`src/common/plo_defines.svh`:
```
// Register map, field positions, reset values and timing counts.
`ifndef PLO_DEFINES_SVH
`define PLO_DEFINES_SVH

// ****************************************************************
// Register byte offsets
// ****************************************************************
`define PLO_ADDR_CTRL 8'h00
`define PLO_ADDR_DIVIDE 8'h04
`define PLO_ADDR_DIV_A 8'h08
`define PLO_ADDR_DIV_B 8'h0C
`define PLO_ADDR_DIV_E 8'h10
`define PLO_ADDR_STATUS 8'h14

// ****************************************************************
// Field positions
// ****************************************************************
`define PLO_CTRL_EXT_EN 0
`define PLO_CTRL_EXT_DIFF 1
`define PLO_CTRL_REF_DIFF 2
`define PLO_CTRL_MODE_LSB 3
`define PLO_CTRL_COMMON 5
`define PLO_CTRL_FB_TAP_LSB 8
`define PLO_CTRL_CTAP_LSB 12
`define PLO_CTRL_CINIT_LSB 16
`define PLO_N_LSB 0
`define PLO_M_LSB 8
`define PLO_HIGH_LSB 0
`define PLO_LOW_LSB 8
`define PLO_TAP_LSB 16
`define PLO_INIT_LSB 24

// ****************************************************************
// Reset values and limits
// ****************************************************************
`define PLO_CTRL_MASK 32'h001F_773F
`define PLO_CTRL_RESET 32'h0000_0008
`define PLO_DIVIDE_RESET 32'h0000_0201
`define PLO_DIV_RESET 32'h0000_0101
`define PLO_N_MIN 6'h01
`define PLO_N_MAX 6'h20
`define PLO_M_MIN 6'h02
`define PLO_M_MAX 6'h20
`define PLO_HIGH_MIN 6'h01
`define PLO_LOW_MAX 6'h1F
`define PLO_RATIO_MAX 7'h20

// ****************************************************************
// Timing
// ****************************************************************
`define PLO_CLK_PERIOD_PS 5000
`define PLO_TAP_MIN_PS 125
`define PLO_TAP_MIN_CYC_I ((`PLO_TAP_MIN_PS + `PLO_CLK_PERIOD_PS - 1) \
   / `PLO_CLK_PERIOD_PS)
`define PLO_TAP_MIN_CYC (`PLO_TAP_MIN_CYC_I < 1 ? 1 : `PLO_TAP_MIN_CYC_I)
`define PLO_STEP_MAX 8'h40
`define PLO_STEP_RESET 8'h08
`define PLO_LOCK_GOOD 4'h8
`define PLO_REF_TIMEOUT 12'hFA0
`define PLO_EXT_COMP_TAPS 3'h2
`define PLO_INT_COMP_TAPS 3'h5

`endif

```
`src/common/plo_pkg.sv`:
```
// Types shared by the loop control design.
package plo_pkg;

   typedef enum logic [1:0] {
      COMP_ZERO_DELAY,
      COMP_NORMAL,
      COMP_NONE
   } plo_comp_type;

   typedef enum logic [1:0] {
      LOOP_OFF,
      LOOP_ACQUIRE,
      LOOP_LOCKED
   } plo_loop_type;

endpackage : plo_pkg

```
`src/hdl/plo_divider.sv`:
```
// Post-scale divider with separate high and low counts.
`timescale 1ns/10ps
module plo_divider (
   // Clock and reset
   input wire logic clk,
   input wire logic sys_rst,
   // Control
   input wire logic clear,
   input wire logic tick,
   input wire logic [5:0] high_cnt,
   input wire logic [5:0] low_cnt,
   input wire logic [5:0] init_cnt,
   // Divided clock
   output logic clk_out
);

   logic [5:0] cnt;
   logic [6:0] ratio;
   logic [6:0] next_cnt;

   assign ratio = {1'b0, high_cnt} + {1'b0, low_cnt};
   assign next_cnt = ({1'b0, cnt} + 7'h01 >= ratio) ? 7'h00
                     : {1'b0, cnt} + 7'h01;

   // An initial count at or beyond the ratio is not kept, so it starts at 0.
   always_ff @(posedge clk or posedge sys_rst) begin
      if (sys_rst) begin
         cnt <= 6'h00;
         clk_out <= 1'b0;
      end else if (clear) begin
         cnt <= ({1'b0, init_cnt} < ratio) ? init_cnt : 6'h00;
         clk_out <= 1'b0;
      end else if (tick) begin
         cnt <= next_cnt[5:0];
         clk_out <= (next_cnt < {1'b0, high_cnt}); // [RULE24] [RULE12]
      end
   end

endmodule : plo_divider

```
`src/hdl/plo_top.sv`:
```
// Loop control: reference select, oscillator taps, dividers, lock, APB.
//
// Local design decisions: the APB register port and the address map.
`timescale 1ns/10ps
`include "plo_defines.svh"

// Overview of operation
// [RULE1] Reference taken from clock pins, single or differential.
// [RULE2] One external output; unused pins act as GPIO.
// [RULE3] Zero delay mode aligns external output to reference.
// [RULE4] Normal mode compensates internal output delay.
// [RULE5] No compensation mode applies no offset.
// [RULE6] Shift set per output or common to all.
// [RULE7] Finest shift step is one eighth oscillator period.
// [RULE8] Each output picks tap and initial count.
// [RULE9] Feedback tap shifts every output equally.
// [RULE10] Lock only while stable and in phase.
// [RULE11] User logic should filter lock before use.
// [RULE12] Each divider has high and low counts.
// [RULE13] Run enable low grounds outputs, drops lock.
// [RULE14] Run enable high again relocks and resynchronizes.
// [RULE15] Run enable comes from pin or logic.
// [RULE16] Resync high resets counters, outputs, lock.
// [RULE17] Resync released low resynchronizes and relocks.
// [RULE18] Gate off holds oscillator setting, outputs keep running.
// [RULE19] User logic drives detector gate as it likes.
// [RULE20] Oscillator runs at input times m over n.
// [RULE21] Pre-scale n ranges 1 to 32.
// [RULE22] Multiply m ranges 2 to 32.
// [RULE23] Output dividers range 1 to 32.
// [RULE24] Divider high then low counts sum to ratio.
module plo_top import plo_pkg::*; (
   // Clock and reset
   input wire logic clk,
   input wire logic sys_rst,
   // APB slave
   input wire logic psel,
   input wire logic penable,
   input wire logic pwrite,
   input wire logic [7:0] paddr,
   input wire logic [31:0] pwdata,
   output logic [31:0] prdata,
   output logic pready,
   output logic pslverr,
   // Reference clock pins
   input wire logic ref_clk_p,
   input wire logic ref_clk_n,
   // Loop controls
   input wire logic run_enable,
   input wire logic counter_resync,
   input wire logic detector_gate_enable,
   // Internal clock outputs and lock
   output logic global_clock_a,
   output logic global_clock_b,
   output logic lock,
   // External output pins
   input wire logic ext_p_in,
   output logic ext_p_out,
   output logic ext_p_oe_n,
   input wire logic ext_n_in,
   output logic ext_n_out,
   output logic ext_n_oe_n,
   // General-purpose use of the external pins
   input wire logic gpio_p_out,
   input wire logic gpio_n_out,
   input wire logic gpio_oe,
   output logic gpio_p_in,
   output logic gpio_n_in
);

   // ****************************************************************
   // Decoding helpers
   // ****************************************************************
   function automatic logic [5:0] clamp6(input logic [5:0] v,
                                         input logic [5:0] lo,
                                         input logic [5:0] hi);
      if (v < lo) begin
         clamp6 = lo;
      end else if (v > hi) begin
         clamp6 = hi;
      end else begin
         clamp6 = v;
      end
   endfunction : clamp6

   function automatic logic [31:0] fix_div(input logic [31:0] w);
      logic [5:0] h;
      logic [5:0] l;
      logic [6:0] s;
      h = clamp6(w[`PLO_HIGH_LSB +: 6], `PLO_HIGH_MIN, `PLO_N_MAX);
      l = clamp6(w[`PLO_LOW_LSB +: 6], 6'h00, `PLO_LOW_MAX);
      s = {1'b0, h} + {1'b0, l};
      if (s > `PLO_RATIO_MAX) begin
         l = 6'(`PLO_RATIO_MAX - {1'b0, h}); // [RULE23]
      end
      fix_div = 32'h0000_0000;
      fix_div[`PLO_HIGH_LSB +: 6] = h;
      fix_div[`PLO_LOW_LSB +: 6] = l;
      fix_div[`PLO_TAP_LSB +: 3] = w[`PLO_TAP_LSB +: 3];
      fix_div[`PLO_INIT_LSB +: 6] =
         clamp6(w[`PLO_INIT_LSB +: 6], 6'h00, `PLO_LOW_MAX);
   endfunction : fix_div

   function automatic logic [2:0] reg_index(input logic [7:0] a);
      case (a)
         `PLO_ADDR_CTRL: reg_index = 3'h0;
         `PLO_ADDR_DIVIDE: reg_index = 3'h1;
         `PLO_ADDR_DIV_A: reg_index = 3'h2;
         `PLO_ADDR_DIV_B: reg_index = 3'h3;
         `PLO_ADDR_DIV_E: reg_index = 3'h4;
         `PLO_ADDR_STATUS: reg_index = 3'h5;
         default: reg_index = 3'h7;
      endcase
   endfunction : reg_index

   // ****************************************************************
   // Pin synchronisers
   // ****************************************************************
   logic [6:0] pin_raw;
   logic [6:0] pin_v;

   assign pin_raw = {ext_n_in, ext_p_in, detector_gate_enable,
                     counter_resync, run_enable, ref_clk_n, ref_clk_p};

   // A change is taken only when the last two stages agree.
   genvar gs;
   generate
      for (gs = 0; gs < 7; gs++) begin : g_sync
         logic s1;
         logic s2;
         logic s3;
         logic v;
         always_ff @(posedge clk or posedge sys_rst) begin
            if (sys_rst) begin
               s1 <= 1'b0;
               s2 <= 1'b0;
               s3 <= 1'b0;
               v <= 1'b0;
            end else begin
               s1 <= pin_raw[gs];
               s2 <= s1;
               s3 <= s2;
               if (s2 == s3) begin
                  v <= s3;
               end
            end
         end
         assign pin_v[gs] = v;
      end
   endgenerate

   logic run, resync, gate, halt;

   assign run = pin_v[2];
   assign resync = pin_v[3];
   assign gate = pin_v[4];
   assign halt = ~run | resync; // [RULE13] [RULE16]
   assign gpio_p_in = pin_v[5];
   assign gpio_n_in = pin_v[6];

   // ****************************************************************
   // Registers and APB slave
   // ****************************************************************
   logic [31:0] ctrl;
   logic [31:0] divide;
   logic [31:0] div_cfg [3];
   logic [31:0] read_word;
   logic [2:0] idx;
   logic apb_setup;
   logic apb_write;
   plo_loop_type state;
   plo_loop_type next_state;
   logic [7:0] step;
   logic [7:0] fb_cnt;

   assign idx = reg_index(paddr);
   assign apb_setup = psel & ~penable;
   assign apb_write = psel & penable & pwrite & pready;

   always_comb begin
      case (idx)
         3'h0: read_word = ctrl;
         3'h1: read_word = divide;
         3'h2: read_word = div_cfg[0];
         3'h3: read_word = div_cfg[1];
         3'h4: read_word = div_cfg[2];
         3'h5: read_word = {8'h00, fb_cnt, step, 2'h0, state, gate,
                            resync, run, lock};
         default: read_word = 32'h0000_0000;
      endcase
   end

   // The answer is ready in the first access cycle, never later.
   always_ff @(posedge clk or posedge sys_rst) begin
      if (sys_rst) begin
         pready <= 1'b0;
         pslverr <= 1'b0;
         prdata <= 32'h0000_0000;
      end else begin
         pready <= apb_setup;
         pslverr <= apb_setup & (idx == 3'h7);
         if (apb_setup) begin
            prdata <= read_word;
         end
      end
   end

   always_ff @(posedge clk or posedge sys_rst) begin
      if (sys_rst) begin
         ctrl <= `PLO_CTRL_RESET;
         divide <= `PLO_DIVIDE_RESET;
         div_cfg[0] <= `PLO_DIV_RESET;
         div_cfg[1] <= `PLO_DIV_RESET;
         div_cfg[2] <= `PLO_DIV_RESET;
      end else if (apb_write) begin
         case (idx)
            3'h0: ctrl <= pwdata & `PLO_CTRL_MASK;
            3'h1: begin
               divide <= 32'h0000_0000;
               divide[`PLO_N_LSB +: 6] <= clamp6(pwdata[`PLO_N_LSB +: 6],
                  `PLO_N_MIN, `PLO_N_MAX); // [RULE21]
               divide[`PLO_M_LSB +: 6] <= clamp6(pwdata[`PLO_M_LSB +: 6],
                  `PLO_M_MIN, `PLO_M_MAX); // [RULE22]
            end
            3'h2: div_cfg[0] <= fix_div(pwdata); // [RULE23]
            3'h3: div_cfg[1] <= fix_div(pwdata);
            3'h4: div_cfg[2] <= fix_div(pwdata);
            default: ;
         endcase
      end
   end

   // ****************************************************************
   // Reference selection and pre-scale divider
   // ****************************************************************
   logic [5:0] n_val;
   logic [5:0] m_val;
   logic [2:0] fb_tap;
   logic ref_level, ref_prev, ref_rise;
   logic [5:0] ref_cnt;
   logic div_ref_evt;

   assign n_val = divide[`PLO_N_LSB +: 6];
   assign m_val = divide[`PLO_M_LSB +: 6];
   assign fb_tap = ctrl[`PLO_CTRL_FB_TAP_LSB +: 3];
   assign ref_level = ctrl[`PLO_CTRL_REF_DIFF] ?
                      (pin_v[0] & ~pin_v[1]) : pin_v[0]; // [RULE1]
   assign ref_rise = ref_level & ~ref_prev;
   assign div_ref_evt = ref_rise & ~halt &
                        (ref_cnt == n_val - 6'h01); // [RULE20]

   always_ff @(posedge clk or posedge sys_rst) begin
      if (sys_rst) begin
         ref_prev <= 1'b0;
         ref_cnt <= 6'h00;
      end else begin
         ref_prev <= ref_level;
         if (halt) begin
            ref_cnt <= 6'h00; // [RULE16]
         end else if (ref_rise) begin
            ref_cnt <= div_ref_evt ? 6'h00 : ref_cnt + 6'h01;
         end
      end
   end

   // ****************************************************************
   // Oscillator with eight phase taps
   // ****************************************************************
   plo_comp_type mode;
   logic [2:0] comp_taps;
   logic [2:0] restart;
   logic [2:0] tap;
   logic [7:0] sub;
   logic [7:0] tap_evt;
   logic fb_evt;
   logic realign;
   logic good;

   assign mode = plo_comp_type'(ctrl[`PLO_CTRL_MODE_LSB +: 2]);

   always_comb begin
      case (mode)
         COMP_ZERO_DELAY: comp_taps = `PLO_EXT_COMP_TAPS; // [RULE3]
         COMP_NORMAL: comp_taps = `PLO_INT_COMP_TAPS; // [RULE4]
         COMP_NONE: comp_taps = 3'h0; // [RULE5]
         default: comp_taps = 3'h0;
      endcase
   end

   assign restart = 3'(comp_taps + fb_tap); // [RULE9]
   assign tap_evt = (sub == 8'h00 && !halt) ? 8'(8'h01 << tap) : 8'h00;
   assign fb_evt = tap_evt[fb_tap]; // [RULE9]

   // A full run of sub through step clocks is one tap step, one eighth of the period.
   always_ff @(posedge clk or posedge sys_rst) begin
      if (sys_rst) begin
         tap <= 3'h0;
         sub <= 8'h00;
      end else if (halt || realign) begin
         tap <= restart; // [RULE14] [RULE17]
         sub <= 8'h00;
      end else if (sub >= step - 8'h01) begin
         sub <= 8'h00;
         tap <= tap + 3'h1; // [RULE7]
      end else begin
         sub <= sub + 8'h01;
      end
   end

   // ****************************************************************
   // Frequency and phase detection
   // ****************************************************************
   logic good_freq, in_phase;
   logic [3:0] good_cnt;
   logic [11:0] ref_idle;
   logic ref_timeout;

   assign good_freq = (fb_cnt == {2'b00, m_val}); // [RULE20]
   assign in_phase = (tap == restart) || (tap == restart - 3'h1);
   assign good = good_freq & in_phase;
   assign realign = div_ref_evt & gate & ~good; // [RULE18]
   assign ref_timeout = (ref_idle == `PLO_REF_TIMEOUT);

   always_ff @(posedge clk or posedge sys_rst) begin
      if (sys_rst) begin
         fb_cnt <= 8'h00;
      end else if (halt) begin
         fb_cnt <= 8'h00;
      end else if (div_ref_evt) begin
         fb_cnt <= {7'h00, fb_evt};
      end else if (fb_evt && fb_cnt != 8'hFF) begin
         fb_cnt <= fb_cnt + 8'h01;
      end
   end

   // A phase slip nudges the step by one; a cleared gate freezes it.
   always_ff @(posedge clk or posedge sys_rst) begin
      if (sys_rst) begin
         step <= `PLO_STEP_RESET;
      end else if (div_ref_evt && gate) begin // [RULE18]
         if (fb_cnt < {2'b00, m_val} && step > 8'(`PLO_TAP_MIN_CYC)) begin
            step <= step - 8'h01; // [RULE20]
         end else if (fb_cnt > {2'b00, m_val} && step < `PLO_STEP_MAX) begin
            step <= step + 8'h01; // [RULE20]
         end else if (!in_phase && 3'(tap - restart) < 3'h4
                      && step < `PLO_STEP_MAX) begin
            step <= step + 8'h01; // [RULE10]
         end else if (!in_phase && step > 8'(`PLO_TAP_MIN_CYC)) begin
            step <= step - 8'h01; // [RULE10]
         end
      end
   end

   always_ff @(posedge clk or posedge sys_rst) begin
      if (sys_rst) begin
         ref_idle <= 12'h000;
      end else if (halt || div_ref_evt) begin
         ref_idle <= 12'h000;
      end else if (!ref_timeout) begin
         ref_idle <= ref_idle + 12'h001;
      end
   end

   // ****************************************************************
   // Lock state machine
   // ****************************************************************
   always_comb begin
      next_state = state;
      case (state)
         LOOP_OFF: begin
            if (!halt) begin
               next_state = LOOP_ACQUIRE; // [RULE14] [RULE17]
            end
         end
         LOOP_ACQUIRE: begin
            if (div_ref_evt && good &&
                good_cnt == `PLO_LOCK_GOOD - 4'h1) begin
               next_state = LOOP_LOCKED; // [RULE10]
            end
         end
         LOOP_LOCKED: begin
            if (ref_timeout || (div_ref_evt && !good)) begin
               next_state = LOOP_ACQUIRE; // [RULE10]
            end
         end
         default: next_state = LOOP_OFF;
      endcase
      if (halt) begin
         next_state = LOOP_OFF; // [RULE13] [RULE16]
      end
   end

   always_ff @(posedge clk or posedge sys_rst) begin
      if (sys_rst) begin
         state <= LOOP_OFF;
         good_cnt <= 4'h0;
         lock <= 1'b0;
      end else begin
         state <= next_state;
         lock <= (next_state == LOOP_LOCKED); // [RULE10]
         if (halt || next_state != LOOP_ACQUIRE) begin
            good_cnt <= 4'h0;
         end else if (div_ref_evt) begin
            good_cnt <= good ? good_cnt + 4'h1 : 4'h0;
         end
      end
   end

   // ****************************************************************
   // Post-scale dividers: A, B global and E external
   // ****************************************************************
   logic [2:0] div_out;
   logic common;

   assign common = ctrl[`PLO_CTRL_COMMON];

   genvar gd;
   generate
      for (gd = 0; gd < 3; gd++) begin : g_div
         logic [2:0] sel_tap;
         logic [5:0] sel_init;
         assign sel_tap = common ? ctrl[`PLO_CTRL_CTAP_LSB +: 3]
                          : div_cfg[gd][`PLO_TAP_LSB +: 3]; // [RULE6] [RULE8]
         assign sel_init = common ? ctrl[`PLO_CTRL_CINIT_LSB +: 5] + 6'h00
                           : div_cfg[gd][`PLO_INIT_LSB +: 6]; // [RULE8]
         plo_divider u_div (
            .clk(clk),
            .sys_rst(sys_rst),
            .clear(halt | realign), // [RULE13] [RULE16]
            .tick(tap_evt[sel_tap]),
            .high_cnt(div_cfg[gd][`PLO_HIGH_LSB +: 6]), // [RULE12]
            .low_cnt(div_cfg[gd][`PLO_LOW_LSB +: 6]),
            .init_cnt(sel_init),
            .clk_out(div_out[gd])
         );
      end
   endgenerate

   assign global_clock_a = div_out[0];
   assign global_clock_b = div_out[1];

   // ****************************************************************
   // External output pins
   // ****************************************************************
   always_ff @(posedge clk or posedge sys_rst) begin
      if (sys_rst) begin
         ext_p_out <= 1'b0;
         ext_n_out <= 1'b0;
         ext_p_oe_n <= 1'b1;
         ext_n_oe_n <= 1'b1;
      end else if (ctrl[`PLO_CTRL_EXT_EN]) begin // [RULE2]
         ext_p_out <= div_out[2];
         ext_n_out <= ctrl[`PLO_CTRL_EXT_DIFF] & ~halt & ~div_out[2];
         ext_p_oe_n <= 1'b0;
         ext_n_oe_n <= ~ctrl[`PLO_CTRL_EXT_DIFF];
      end else begin
         ext_p_out <= gpio_p_out; // [RULE2]
         ext_n_out <= gpio_n_out;
         ext_p_oe_n <= ~gpio_oe;
         ext_n_oe_n <= ~gpio_oe;
      end
   end

endmodule : plo_top

```
`config.mk`:
```
export PLATFORM = sky130hd
export DESIGN_NAME = plo_top
export DESIGN_NICKNAME = d
export VERILOG_FILES = /design/src/common/plo_pkg.sv /design/src/hdl/plo_divider.sv /design/src/hdl/plo_top.sv
export VERILOG_INCLUDE_DIRS = /design/src /design/src/common
export SDC_FILE = /design/constraint.sdc
export NUM_CORES = 1
export LEC_CHECK = 0
export BUFFER_PORTS_ARGS = -buffer_cell sky130_fd_sc_hd__buf_4
export CORE_MARGIN = 1
export CORE_UTILIZATION = 61
export CTS_BUF_LIST = sky130_fd_sc_hd__clkbuf_4 sky130_fd_sc_hd__clkbuf_8 sky130_fd_sc_hd__clkbuf_16
export DETAILED_ROUTE_END_ITERATION = 8
export PLACE_DENSITY = 0.8
export SLEW_MARGIN = 20
export SYNTH_ARGS = -nofsm -noshare
export SYNTH_HDL_FRONTEND = slang
export SYNTH_SLANG_ARGS = --single-unit
```
`constraint.sdc`:
```
create_clock -name clk -period 7.88 [get_ports clk]
set_input_delay 0.394 -clock clk [delete_from_list [all_inputs] [get_ports clk]]
set_output_delay 0.394 -clock clk [all_outputs]
set_load 0.1 [all_outputs]
```
==> results.py <==
metrics = {
    "critical_path": {
        "crit_required_ns": 8.34,
        "reg2reg_to": "g_div[2].u_div.clk_out$_DFFE_PP0P_",
        "worstPathMaxFanout": 10,
        "cp-startpoint": "div_cfg[0]$_DFFE_PP1P_",
        "setup.worst_path.class": "reg -> reg",
        "critPathLaunchType": "flop",
        "reg2reg_slack_ns": 3.64,
        "cp.arrival_ns": 4.70,
        "r2r.worst_path.cells": 18,
        "crit-reg2reg-launch": "div_cfg[0]$_DFFE_PP1P_",
        "worstSetupEndpointType": "flop",
    },
    "timing": {
        "drv_slew": 0,
        "skew_ns": 0.0226,
        "fmax_mhz": 236,
        "fin_crit_sh_pct": 53.8,
        "rsz0062_at_grt": "no",
        "hold_viol_final": 0,
        "layout_min_cycle_time_ns": 4.24,
        "finalSetupViolCount": 0,
        "worstMarginPinSlew_ns": 1.11,
        "fin_setup_tns_ns": 0,
        "slew_headroom_pct": 25.9,
    },
    "detailed_routing": {
        "vias_per_cell": 6.14,
        "wl_per_cell_um": 19.1,
        "drtAntennaViolNets": 0,
        "num_vias": 10947,
        "drt-total-wl_um": 34100,
        "drt_iter0_markers": 734,
        "first_pass_iters": 6,
        "drcViolationCount": 0,
    },
    "die": {
        "die_h_um": 152,
        "ios": 98,
        "std_cell_rows": 54,
        "die_w_um": 152,
        "initial_core_util_pct": 62.3,
        "die_area_um2": 23000,
        "core_um2": 21900,
    },
    "clock_network": {
        "htree_num_levels": 1,
        "cts_root_buffer": "clkbuf_16",
        "tritoncts": "yes",
        "insertion_delay_ns": 0.55,
        "ctsResizeCount": 0,
        "clock_sinks": 228,
        "cts.reportedPaths.clkPinSlew_ns": 0.06,
        "numCtsBuffers": 26,
        "post_cts_buffers": 0,
        "cts.path.max_buffers": 3,
        "hold_buffers": 9,
    },
    "flow_run": {
        "maxCapViolations": 0,
    },
    "synthesis": {
        "yosysTopAreaCell": "dfrtp_1",
        "synthDistinctLibCells": 77,
        "yosys-top-cells-area": "dfrtp_1 40%, ha_1 10%, o21ai_0 4.4%",
        "synth_flop_cell": "dfrtp_1",
        "synthMuxAreaShare_pct": 5.11,
        "yosys_warnings": 0,
        "synth_top_family_by_area": "compound AO/OA/AOI/OAI gates",
        "avgSynthCellArea_um2": 9.68,
        "ys_ff_latch": 228,
        "synth-xor-area-share_pct": 5.70,
        "yosys.area_share.adder_pct": 11.7,
        "synth-edff-count": 0,
        "yosysSeqAreaShare_pct": 41.9,
        "synth_top_area_share_pct": 39.6,
        "synth_simple_gate_area_share_pct": 14.3,
        "synth_area_um2": 13600,
        "synth-compound-area-share_pct": 16.5,
        "synth_cells": 1409,
        "async_flop_share_pct": 100,
    },
    "power": {
        "power_uw": 2780,
        "powerDensity_nw_per_um2": 179,
        "p_leak_uw": 0.00736,
        "peakVddDrop_mv": 0.201,
    },
    "grt": {
        "grt_pass1_vias": 10781,
        "track_usage_pct": 30.9,
        "grt_pass1_wl_um": 55200,
        "grt_max_degree": 89,
        "grt_remaining_overflow": 0,
        "antenna_found_initial": 0,
    },
    "min_path": {
        "min_delay_worst_endpoint": "ext_p_out$_DFF_PP0_",
        "min_path_type": "in -> reg",
        "hold_start": "gpio_p_out",
        "min_delay_path_depth": 2,
    },
    "layout": {
        "mostFrequentLayoutCells": "216 x dfrtp_1, 128 x nand2_1, 119 x o21ai_0, 113 x ha_1",
        "fillers": 1658,
        "layout_commonest_cell": "dfrtp_1",
        "n_antenna_cell": 0,
        "drive_gt1_share_pct": 14.8,
        "nNetsFinal": 1656,
        "area_growth_pct": 14.0,
    },
    "place": {
        "numPortBuffers": 85,
        "routabilityCongestion": 0.921,
        "hpwlAfterDp_um": 24100,
    },
    "status": {
        "status": "finished, final reports clean",
    },
}
## per-stage QoR
step	worst slack, ns	instances	hold slack (ns)	instance area (um2)	utilization [%]
finish	3.64	1783	0.0917	15600	71.1
global route	3.37	1783	0.0779	15600	71.1
CTS	3.70	1783	0.0779	15500	71.0
detailed placement	3.63	1726	0.335	14500	66.2
global placement	3.61	1726	0.332	14500	66.2
floorplan	1.26	1413	0.331	13700	-
## worst max-delay path, stage by stage (launching register included)
cell	delay, ns
dfstp_2	0.39
ha_1	0.22
fa_1	0.41
a21o_1	0.19
a21oi_1	0.22
o21bai_1	0.10
a21oi_1	0.28
ha_1	0.30
and3_1	0.20
a221oi_1	0.23
o21ai_1	0.28
nor2_1	0.19
ha_1	0.27
a21oi_1	0.15
nand2_1	0.06
a211oi_1	0.23
o21ai_0	0.13
o21a_1	0.20
nor2_1	0.09
## power breakdown
part,switching (uW),internal [uW],total (uW)
sequential,18.0,1190,1210
combinational,154,83.0,237
clock,497,842,1340
total,669,2110,2780
## state kept, by name, indices dropped and copies added, names as in the netlist, 2 cells and up
name                 count
ctrl                    17
div_cfg                 63
divide                  12
fb_cnt                   8
g_div.u_div.clk_out      3
g_div.u_div.cnt         18
g_sync.s1                7
g_sync.s2                7
g_sync.s3                7
g_sync.v                 5
good_cnt                 4
prdata                  28
ref_cnt                  6
ref_idle                12
state                    2
step                     8
sub                      8
tap                      3
## cell type report
type	instances	area, um2	share of cell area (%)
sequential	228	5720	36.8
inverter	96	368	2.36
tap	280	350	2.25
timing repair buffer	105	815	5.24
clock buffer	36	763	4.91
clock inverter	12	206	1.33
multi-input combinational	1026	7330	47.1
## synthesized netlist by cell type (all sizes together) (5+ instances only)
cell type and number:
a222oi 21, nor2 79, nand3 41, and3 16
dfrtp 216, nor2b 15, o21bai 10, nor4 12
nand2b 19, clkbuf 48, ha 113, xor2 44
a221o 5, o21a 10, fa 5, xnor2 40
mux2 34, a211oi 7, dfstp 12, a31oi 17
maj3 8, or2 14, nand2 129, a22oi 16
a21oi 52, o21ai 123, mux2i 31, buf 15
nor3 36, o31ai 5, and2 9, a21o 35
o221ai 5, nand4 11, inv 96, o211ai 5
## layer usage
layer  global-route usage (%)  share of wire, %
met1                     40.9                42
met2                     51.8                49
met3                     3.65               5.5
met4                     12.4               3.8
met5                        0                 0
## kinds of logic after synthesis
kind of cell / Yosys count
XOR/XNOR: 85
adder cells (fa/ha/maj): 126
AND/OR/NAND/NOR: 403
multiplexers: 65
other: 1
buffers and inverters: 159
flip-flops: 228
AO/OA/AOI/OAI: 342
## how the worst max path moves through the flow
stage / cells after the start / slack [ns] / end
floorplan: 1 / 1.26 / ctrl[0]$_DFFE_PP0P_
finish: 18 / 3.64 / g_div[2].u_div.clk_out$_DFFE_PP0P_
CTS: 18 / 3.70 / g_div[2].u_div.clk_out$_DFFE_PP0P_
global placement: 11 / 3.61 / prdata[21]$_DFFE_PP0P_
global route: 18 / 3.37 / g_div[1].u_div.clk_out$_DFFE_PP0P_
detailed placement: 11 / 3.63 / prdata[22]$_DFFE_PP0P_
Power figures use the tool's default switching activity.
